`src/shared/gpe_regs.svh`:
```
`ifndef GPE_REGS_SVH
`define GPE_REGS_SVH

// register indices; byte address is four times the index
`define GPE_IDX_P0_OUT 5'h00
`define GPE_IDX_P0_IN 5'h01
`define GPE_IDX_P0_EN 5'h02
`define GPE_IDX_P0_ST 5'h03
`define GPE_IDX_P1_OUT 5'h04
`define GPE_IDX_P1_IN 5'h05
`define GPE_IDX_P1_EN 5'h06
`define GPE_IDX_P1_ST 5'h07
`define GPE_IDX_P2_OUT 5'h08
`define GPE_IDX_P2_IN 5'h09
`define GPE_IDX_P3_OUT 5'h0A
`define GPE_IDX_P3_IN 5'h0B
`define GPE_IDX_PIN_SEL 5'h10
`define GPE_IDX_PIN_CFG 5'h11
`define GPE_IDX_ROUTE 5'h12

// pin configuration fields
`define GPE_CFG_OE 0
`define GPE_CFG_PUSHPULL 1
`define GPE_CFG_PULLUP 2
`define GPE_CFG_LOCK 3
`define GPE_CFG_LEVEL 4
`define GPE_CFG_POL 5
`define GPE_CFG_DEB 6

// reset values
`define GPE_RST_CFG_EVT 7'h44
`define GPE_RST_CFG_PLAIN 7'h04
`define GPE_RST_PIN_SEL 7'h00
`define GPE_RST_ROUTE 3'h1
`define GPE_RST_DATA 8'h00

// debounce interval and its cycle count at 25 MHz
`define GPE_DEBOUNCE_NS 16000
`define GPE_CLK_NS 40
`define GPE_DEBOUNCE_CYC ((`GPE_DEBOUNCE_NS + `GPE_CLK_NS - 1) / `GPE_CLK_NS)

`endif

```
`src/shared/gpe_pkg.sv`:
```
package gpe_pkg;
  // axi response codes used by the slave
  typedef enum logic [1:0] {
    GPE_RESP_OKAY = 2'b00,
    GPE_RESP_DECERR = 2'b11
  } gpe_resp_t;

  // one pin configuration register
  typedef logic [6:0] gpe_cfg_t;
endpackage : gpe_pkg

```
`src/gpe_debounce.sv`:
```
`timescale 1ns/1ps
module gpe_debounce #(
  parameter int W = 16,
  parameter int CYC = 400
) (
  input wire logic aclk,
  input wire logic aresetn,
  input wire logic [W-1:0] raw,
  output logic [W-1:0] stable
);
  localparam int CW = $clog2(CYC + 1);

  initial begin
    if (CYC < 1 || W < 1) $error("gpe_debounce: bad parameters");
  end

  logic [CW-1:0] cnt [0:W-1];

  // a pin only moves once its new level has held for the whole interval
  // pins leave reset with their pull-ups on, so the filter starts at the high idle
  // level; starting low would show a false rising edge once the interval runs out
  always_ff @(posedge aclk) begin
    for (int i = 0; i < W; i++) begin
      if (!aresetn) begin
        cnt[i] <= '0;
        stable[i] <= 1'b1;
      end else if (raw[i] == stable[i]) begin
        cnt[i] <= '0;
      end else if (cnt[i] == CW'(CYC - 1)) begin
        cnt[i] <= '0;
        stable[i] <= raw[i];
      end else begin
        cnt[i] <= cnt[i] + CW'(1);
      end
    end
  end
endmodule : gpe_debounce

```
`src/gpe_event_detect.sv`:
```
`timescale 1ns/1ps
module gpe_event_detect #(
  parameter int W = 16
) (
  input wire logic aclk,
  input wire logic aresetn,
  input wire logic [W-1:0] sig,
  input wire logic [W-1:0] polarity,
  input wire logic [W-1:0] level_mode,
  output logic [W-1:0] hit
);
  logic [W-1:0] prev;

  initial begin
    if (W < 1) $error("gpe_event_detect: bad width");
  end

  // previous sample for edge detection; starts at the pulled-up idle level
  always_ff @(posedge aclk) begin
    if (!aresetn) begin
      prev <= '1;
    end else begin
      prev <= sig;
    end
  end

  // level mode fires while active; edge mode fires on the move into the active level
  always_comb begin
    for (int i = 0; i < W; i++) begin
      hit[i] = (sig[i] == polarity[i]) && (level_mode[i] || (prev[i] != sig[i]));
    end
  end
endmodule : gpe_event_detect

```
`src/gpe_gpio_top.sv`:
```
`timescale 1ns/1ps
`include "gpe_regs.svh"
// Overview of operation
// - 29 pins: ports 0, 1, 2 of eight bits and port 3 of five.
// - port 0 pins are bidirectional with events driving irq, management, wake requests.
// - port 1 is bidirectional with events, except bit 5 which is output only.
// - ports 2 and 3 are bidirectional and have no event detection.
// - window base is aligned, base compare ignores the offset bits.
// - the low offset bits pick the runtime register in the window.
// - ports 0/1: output, input, enable, w1c status at offsets 00h and 04h.
// - ports 2/3: only output and input registers at 08h/09h and 0Ah/0Bh.
// - every pin has its own seven-bit configuration register.
// - ports 2/3 configuration keeps bits 3-0 only, bits 6-4 read zero.
// - pin select: port in bits 6-4, pin in bits 2-0, resets to zero.
// - config access reaches the selected pin; resets 44h for ports 0/1, 04h else.
// - config bit 5 picks event polarity: 0 falling/low, 1 rising/high.
// - config bit 6 set passes the event input only after a debounce interval.
module gpe_gpio_top #(
  parameter int ADDR_W = 12,
  parameter logic [ADDR_W-1:0] BASE = '0,
  parameter int DEBOUNCE_CYC = `GPE_DEBOUNCE_CYC
) (
  input wire logic aclk,
  input wire logic aresetn,
  input wire logic [ADDR_W-1:0] s_axi_awaddr,
  input wire logic [2:0] s_axi_awprot,
  input wire logic s_axi_awvalid,
  output logic s_axi_awready,
  input wire logic [31:0] s_axi_wdata,
  input wire logic [3:0] s_axi_wstrb,
  input wire logic s_axi_wvalid,
  output logic s_axi_wready,
  output gpe_pkg::gpe_resp_t s_axi_bresp,
  output logic s_axi_bvalid,
  input wire logic s_axi_bready,
  input wire logic [ADDR_W-1:0] s_axi_araddr,
  input wire logic [2:0] s_axi_arprot,
  input wire logic s_axi_arvalid,
  output logic s_axi_arready,
  output logic [31:0] s_axi_rdata,
  output gpe_pkg::gpe_resp_t s_axi_rresp,
  output logic s_axi_rvalid,
  input wire logic s_axi_rready,
  input wire logic [28:0] gpio_in,
  output logic [28:0] gpio_out,
  output logic [28:0] gpio_oe,
  output logic [28:0] gpio_pullup,
  output logic irq,
  output logic system_management_request,
  output logic power_wakeup_request
);
  import gpe_pkg::*;

  localparam int NPIN = 29;
  localparam int NEVT = 16;
  // port 1 bit 5 is output only, so it never detects events
  localparam logic [NEVT-1:0] EVT_CAP = 16'hDFFF;

  initial begin
    if (ADDR_W < 8 || ADDR_W > 32) $error("gpe_gpio_top: ADDR_W out of range");
    if (BASE[6:0] != 7'h00) $error("gpe_gpio_top: BASE not window aligned");
    if (DEBOUNCE_CYC < 1) $error("gpe_gpio_top: DEBOUNCE_CYC below one");
  end

  // register index from a byte address
  function automatic logic [4:0] idx_of(input logic [ADDR_W-1:0] a);
    idx_of = a[6:2];
  endfunction : idx_of

  // window hit; offset bits take no part in the compare
  function automatic logic base_hit(input logic [ADDR_W-1:0] a);
    base_hit = (a[ADDR_W-1:7] == BASE[ADDR_W-1:7]);
  endfunction : base_hit

  // ---- axi-lite handshake state ----
  logic aw_full;
  logic w_full;
  logic [ADDR_W-1:0] aw_addr;
  logic [31:0] w_data;
  logic [3:0] w_strb;
  logic wr_fire;
  logic wr_ok;
  logic [4:0] wr_idx;
  logic [7:0] wd;

  assign s_axi_awready = !aw_full;
  assign s_axi_wready = !w_full;
  assign s_axi_arready = !s_axi_rvalid;
  assign wr_fire = aw_full && w_full && !s_axi_bvalid;
  assign wr_ok = wr_fire && base_hit(aw_addr) && w_strb[0];
  assign wr_idx = idx_of(aw_addr);
  assign wd = w_data[7:0];

  // address and data are held independently, so either may come first
  always_ff @(posedge aclk) begin
    if (!aresetn) begin
      aw_full <= 1'b0;
      w_full <= 1'b0;
      aw_addr <= '0;
      w_data <= '0;
      w_strb <= '0;
    end else begin
      if (s_axi_awvalid && !aw_full) begin
        aw_full <= 1'b1;
        aw_addr <= s_axi_awaddr;
      end else if (wr_fire) begin
        aw_full <= 1'b0;
      end
      if (s_axi_wvalid && !w_full) begin
        w_full <= 1'b1;
        w_data <= s_axi_wdata;
        w_strb <= s_axi_wstrb;
      end else if (wr_fire) begin
        w_full <= 1'b0;
      end
    end
  end

  // write response one cycle after both halves are held
  always_ff @(posedge aclk) begin
    if (!aresetn) begin
      s_axi_bvalid <= 1'b0;
      s_axi_bresp <= GPE_RESP_OKAY;
    end else if (wr_fire) begin
      s_axi_bvalid <= 1'b1;
      s_axi_bresp <= base_hit(aw_addr) ? GPE_RESP_OKAY : GPE_RESP_DECERR;
    end else if (s_axi_bready) begin
      s_axi_bvalid <= 1'b0;
    end
  end

  // ---- register storage ----
  logic [7:0] port_out [0:3];
  logic [7:0] evt_en [0:1];
  logic [7:0] evt_st [0:1];
  logic [6:0] pin_sel;
  gpe_cfg_t cfg [0:NPIN-1];
  logic [2:0] route;

  // selected pin from the select register
  logic [2:0] sel_port;
  logic [2:0] sel_pin;
  logic sel_valid;
  logic [4:0] sel_num;

  assign sel_port = pin_sel[6:4];
  assign sel_pin = pin_sel[2:0];
  // reserved port codes and port 3 pins 5-7 reach nothing
  assign sel_valid = (sel_port < 3'd3) || ((sel_port == 3'd3) && (sel_pin < 3'd5));
  assign sel_num = {sel_port[1:0], sel_pin};

  // output data; port 3 keeps only its five pins
  always_ff @(posedge aclk) begin
    if (!aresetn) begin
      for (int p = 0; p < 4; p++) begin
        port_out[p] <= `GPE_RST_DATA;
      end
    end else if (wr_ok) begin
      if (wr_idx == `GPE_IDX_P0_OUT) begin
        port_out[0] <= wd;
      end else if (wr_idx == `GPE_IDX_P1_OUT) begin
        port_out[1] <= wd;
      end else if (wr_idx == `GPE_IDX_P2_OUT) begin
        port_out[2] <= wd;
      end else if (wr_idx == `GPE_IDX_P3_OUT) begin
        port_out[3] <= {3'b000, wd[4:0]};
      end
    end
  end

  // event enable doubles as the interrupt mask
  always_ff @(posedge aclk) begin
    if (!aresetn) begin
      evt_en[0] <= `GPE_RST_DATA;
      evt_en[1] <= `GPE_RST_DATA;
    end else if (wr_ok) begin
      if (wr_idx == `GPE_IDX_P0_EN) begin
        evt_en[0] <= wd;
      end else if (wr_idx == `GPE_IDX_P1_EN) begin
        evt_en[1] <= wd & EVT_CAP[15:8];
      end
    end
  end

  // pin select and routing of pending events to the three requests
  always_ff @(posedge aclk) begin
    if (!aresetn) begin
      pin_sel <= `GPE_RST_PIN_SEL;
      route <= `GPE_RST_ROUTE;
    end else if (wr_ok) begin
      if (wr_idx == `GPE_IDX_PIN_SEL) begin
        pin_sel <= {wd[6:4], 1'b0, wd[2:0]};
      end else if (wr_idx == `GPE_IDX_ROUTE) begin
        route <= wd[2:0];
      end
    end
  end

  // per-pin configuration; a locked pin ignores further writes until reset
  always_ff @(posedge aclk) begin
    if (!aresetn) begin
      for (int i = 0; i < NPIN; i++) begin
        cfg[i] <= (i < NEVT) ? `GPE_RST_CFG_EVT : `GPE_RST_CFG_PLAIN;
      end
    end else if (wr_ok && wr_idx == `GPE_IDX_PIN_CFG && sel_valid) begin
      if (!cfg[sel_num][`GPE_CFG_LOCK]) begin
        if (sel_port >= 3'd2) begin
          cfg[sel_num] <= {3'b000, wd[3:0]};
        end else begin
          cfg[sel_num] <= wd[6:0];
        end
      end
    end
  end

  // ---- event path, ports 0 and 1 only ----
  logic [NEVT-1:0] deb_in;
  logic [NEVT-1:0] ev_src;
  logic [NEVT-1:0] ev_pol;
  logic [NEVT-1:0] ev_lvl;
  logic [NEVT-1:0] ev_hit;
  logic [NEVT-1:0] ev_set;

  gpe_debounce #(
    .W(NEVT),
    .CYC(DEBOUNCE_CYC)
  ) u_debounce (
    .aclk(aclk),
    .aresetn(aresetn),
    .raw(gpio_in[NEVT-1:0]),
    .stable(deb_in)
  );

  // choose filtered or raw input and gather polarity and type per pin
  always_comb begin
    for (int i = 0; i < NEVT; i++) begin
      ev_src[i] = cfg[i][`GPE_CFG_DEB] ? deb_in[i] : gpio_in[i];
      ev_pol[i] = cfg[i][`GPE_CFG_POL];
      ev_lvl[i] = cfg[i][`GPE_CFG_LEVEL];
    end
  end

  gpe_event_detect #(
    .W(NEVT)
  ) u_detect (
    .aclk(aclk),
    .aresetn(aresetn),
    .sig(ev_src),
    .polarity(ev_pol),
    .level_mode(ev_lvl),
    .hit(ev_hit)
  );

  // only enabled, event-capable pins record; ports 2 and 3 have no path here
  assign ev_set = ev_hit & {evt_en[1], evt_en[0]} & EVT_CAP;

  // sticky status; a new event in the clearing cycle wins over the clear
  always_ff @(posedge aclk) begin
    if (!aresetn) begin
      evt_st[0] <= `GPE_RST_DATA;
      evt_st[1] <= `GPE_RST_DATA;
    end else begin
      for (int p = 0; p < 2; p++) begin
        if (wr_ok && wr_idx == (p == 0 ? `GPE_IDX_P0_ST : `GPE_IDX_P1_ST)) begin
          evt_st[p] <= (evt_st[p] & ~wd) | ev_set[p*8 +: 8];
        end else begin
          evt_st[p] <= evt_st[p] | ev_set[p*8 +: 8];
        end
      end
    end
  end

  // each request routed on stays high while any enabled status bit is set
  logic pending;
  assign pending = |({evt_st[1], evt_st[0]} & {evt_en[1], evt_en[0]});

  always_ff @(posedge aclk) begin
    if (!aresetn) begin
      irq <= 1'b0;
      system_management_request <= 1'b0;
      power_wakeup_request <= 1'b0;
    end else begin
      irq <= pending && route[0];
      system_management_request <= pending && route[1];
      power_wakeup_request <= pending && route[2];
    end
  end

  // ---- pin drive ----
  logic [NPIN-1:0] out_flat;
  assign out_flat = {port_out[3][4:0], port_out[2], port_out[1], port_out[0]};

  // open-drain drives only a low; push-pull drives both levels
  always_ff @(posedge aclk) begin
    if (!aresetn) begin
      gpio_out <= '0;
      gpio_oe <= '0;
      gpio_pullup <= '0;
    end else begin
      gpio_out <= out_flat;
      for (int i = 0; i < NPIN; i++) begin
        gpio_oe[i] <= cfg[i][`GPE_CFG_OE] &&
                      (cfg[i][`GPE_CFG_PUSHPULL] || !out_flat[i]);
        gpio_pullup[i] <= cfg[i][`GPE_CFG_PULLUP];
      end
    end
  end

  // ---- read path ----
  // input view; the output-only pin reads back what it drives
  logic [NPIN-1:0] in_view;
  always_comb begin
    in_view = gpio_in;
    in_view[13] = port_out[1][5];
  end

  function automatic logic [7:0] rd_value(input logic [4:0] i);
    logic [7:0] v;
    v = 8'h00;
    if (i == `GPE_IDX_P0_OUT) begin
      v = port_out[0];
    end else if (i == `GPE_IDX_P0_IN) begin
      v = in_view[7:0];
    end else if (i == `GPE_IDX_P0_EN) begin
      v = evt_en[0];
    end else if (i == `GPE_IDX_P0_ST) begin
      v = evt_st[0];
    end else if (i == `GPE_IDX_P1_OUT) begin
      v = port_out[1];
    end else if (i == `GPE_IDX_P1_IN) begin
      v = in_view[15:8];
    end else if (i == `GPE_IDX_P1_EN) begin
      v = evt_en[1];
    end else if (i == `GPE_IDX_P1_ST) begin
      v = evt_st[1];
    end else if (i == `GPE_IDX_P2_OUT) begin
      v = port_out[2];
    end else if (i == `GPE_IDX_P2_IN) begin
      v = in_view[23:16];
    end else if (i == `GPE_IDX_P3_OUT) begin
      v = port_out[3];
    end else if (i == `GPE_IDX_P3_IN) begin
      v = {3'b000, in_view[28:24]};
    end else if (i == `GPE_IDX_PIN_SEL) begin
      v = {1'b0, pin_sel};
    end else if (i == `GPE_IDX_PIN_CFG) begin
      v = sel_valid ? {1'b0, cfg[sel_num]} : 8'h00;
    end else if (i == `GPE_IDX_ROUTE) begin
      v = {5'b00000, route};
    end
    rd_value = v;
  endfunction : rd_value

  // read answers one cycle after the address is taken
  always_ff @(posedge aclk) begin
    if (!aresetn) begin
      s_axi_rvalid <= 1'b0;
      s_axi_rdata <= '0;
      s_axi_rresp <= GPE_RESP_OKAY;
    end else if (s_axi_arvalid && !s_axi_rvalid) begin
      s_axi_rvalid <= 1'b1;
      if (base_hit(s_axi_araddr)) begin
        s_axi_rdata <= {24'h000000, rd_value(idx_of(s_axi_araddr))};
        s_axi_rresp <= GPE_RESP_OKAY;
      end else begin
        s_axi_rdata <= '0;
        s_axi_rresp <= GPE_RESP_DECERR;
      end
    end else if (s_axi_rready) begin
      s_axi_rvalid <= 1'b0;
    end
  end
endmodule : gpe_gpio_top

```
`config.mk`:
```
export PLATFORM = sky130hd
export DESIGN_NAME = gpe_gpio_top
export DESIGN_NICKNAME = d
export VERILOG_FILES = /design/src/shared/gpe_pkg.sv /design/src/gpe_debounce.sv /design/src/gpe_event_detect.sv /design/src/gpe_gpio_top.sv
export VERILOG_INCLUDE_DIRS = /design/src /design/src/shared
export SDC_FILE = /design/constraint.sdc
export NUM_CORES = 1
export LEC_CHECK = 0
export BUFFER_PORTS_ARGS = -buffer_cell sky130_fd_sc_hd__clkbuf_2
export CAP_MARGIN = 20
export CORE_UTILIZATION = 50
export DETAILED_ROUTE_END_ITERATION = 10
export HOLD_SLACK_MARGIN = 0.15
export PLACE_DENSITY = 0.69
export SLEW_MARGIN = 20
export SYNTH_ARGS = -nofsm -noshare
export SYNTH_HDL_FRONTEND = slang
export SYNTH_HIERARCHICAL = 1
export SYNTH_SLANG_ARGS = --single-unit
```
`constraint.sdc`:
```
create_clock -name aclk -period 3.9 [get_ports aclk]
set_clock_uncertainty 0.15 [all_clocks]
set_input_delay 0.975 -clock aclk [delete_from_list [all_inputs] [get_ports aclk]]
set_output_delay 0.975 -clock aclk [all_outputs]
set_load 0.05 [all_outputs]
```
==> flow_summary.ini <==
[cells_and_area]
fillers = 4508
final_common_cell = edfxtp_1
nets = 2926
regArea_mm2 = 0.01593
layout-drive-gt1-share = 0.1668
final-instance-count-excl-fill = 3556
design_area_mm2 = 0.03188
antenna_cells = 0
syn2layout_area_growth_pct = 17.15
multiInputGateArea_mm2 = 0.01124
most-common-layout-cells = edfxtp_1 (419), nand2_1 (299), conb_1 (234), nor2_1 (200), clkbuf_2 (169)

[worst_setup_path]
crit_top_cell = buf_4
slowest_stage = mux4_2
start_kind = flip-flop
reg2reg_slack_ns = 0.33
worstPathCellList = buf_4 -> mux4_2 -> mux2i_1 -> a32oi_1 -> o21a_1 -> buf_4 -> or3_4 -> o21ai_1 -> buf_4
r2r-end = cfg[1][6]
slowest_delay_ns = 0.55
reg2reg_depth = 9
critPathKind = flip-flop to flip-flop
critPathMaxFanout = 18
crit_required_ns = 4.08
critPathArrivalTime_ns = 3.75
cp-end-kind = flip-flop

[place]
dp.cells = 3444
dpl.hpwl_um = 56700
post-place-ws_ns = 0.3775
gp_congestion = 0.9867
place_area_mm2 = 0.02988
port_buffers = 170

[grt]
grt_pass1_vias = 19940
grt_max_degree = 136
globalRouteTotalUtil = 0.2768
grt_overflow = 0
antenna_found_initial = 0
grt_pass1_wl_um = 116400

[drt]
wl_per_cell_um = 21.61
dr.pass1.iters = 5
postRouteWirelength_um = 76830
num_vias = 20470
drtIter0Drc = 1872
routed_via_density = 5.756
drtAntennaViolNets = 0
drc_errors = 0

[logic_synthesis]
ys_warn_count = 6
synth_cells = 2391
synth_area_mm2 = 0.02721
post_synth.cell_area_avg_um2 = 11.38

[worst_hold_path]
hold_class = flip-flop to flip-flop
min_path_cells = 2
whs_endpoint = system_management_request
min_from = route[1]

[clocking]
cts_max_level = 2
cts.clk_slew.worst_paths_ns = 0.06
post_cts_buffers = 0
clock_sinks = 586
post_cts_resized = 0
cts_tree = done
numCtsBuffers = 59
clk_latency_ns = 0.63
cts.path.max_buffers = 3
cts_hold_buf = 0
cts-root-buf = clkbuf_16

[pwr]
p_leak_nw = 11.46
worst_ir_drop_vdd_uv = 333.7
p_per_area_mw_per_mm2 = 436.0

[sta]
drv_slew = 0
worst_pin_slew_ns = 1.090
period_share = 0.9150
setup_viol_count_final = 0
rsz0062_at_grt = no
worst_slack_ns = 0.3315
relSlewSlack = 0.2725
max_freq_mhz = 280.2
hold_violations = 0
tns_ns = 0
period_minus_slack_ns = 3.568

[floorplanning]
die_h_um = 235.3
ios = 233
core_area_mm2 = 0.05381
start_util = 0.5056
die_w_um = 235.3
num_rows = 85
die_area_mm2 = 0.05535

[job]
drv_cap = 0

[run_status]
status = finished clean
## state kept, by name, indices dropped and copies added (netlist names), 3 cells and up, named ones only
register	count
aw_addr	10
cfg	224
evt_en	15
evt_st	16
gpio_oe	29
gpio_out	29
gpio_pullup	29
pin_sel	6
port_out	29
route	3
s_axi_rdata	8
u_debounce/cnt	135
u_debounce/stable	15
u_detect/prev	15
w_data	8
## stage by stage
step,hold WS [ns],util,power [mW]
3_5_place_dp,0.2957,0.5552,8.254
2_1_floorplan,0.2677,-,7.882
5_1_grt,0.3231,0.5923,14.32
6_report,0.3045,0.5923,13.90
3_3_place_gp,0.2996,0.5552,8.222
4_1_cts,0.3075,0.5923,13.97
## routing by layer
layer,share of wire,track usage,wire length [um]
met1,0.40,0.3595,30540
met2,0.47,0.4509,36250
met3,0.072,0.03565,5522
met4,0.059,0.1563,4520
met5,0,0,0
## how the worst max path moves through the flow
stage / to / start / slack (ns)
floorplan: cfg[12][0] / flip-flop / 0.47
global placement: cfg[5][4] / flip-flop / 0.41
detailed placement: cfg[1][4] / flip-flop / 0.38
CTS: cfg[1][5] / flip-flop / 0.35
global route: cfg[5][4] / flip-flop / 0.20
finish: cfg[1][6] / flip-flop / 0.33
## area by class of cell
type | instances | share of cell area
Clock buffer | 92 | 0.05872
Clock inverter | 20 | 0.003965
Inverter | 58 | 0.006830
Multi-Input combinational cell | 1838 | 0.3526
Sequential cell | 586 | 0.4998
Tap cell | 696 | 0.02732
Timing Repair Buffer | 266 | 0.05068
## worst max-delay path: cells and delay by family, from the launching register on
kind | cells | cell delay (ns)
flip-flops | 1 | 0.52
AO/OA/AOI/OAI | 3 | 0.53
AND/OR/NAND/NOR | 1 | 0.52
multiplexers | 2 | 0.80
buffers and inverters | 3 | 0.72
## where the power goes
group	switching, mW	internal [mW]
Clock	2.44	3.31
Sequential	0.234	6.93
Combinational	0.678	0.306
Total	3.35	10.5
(Power assumes the default switching activity.)
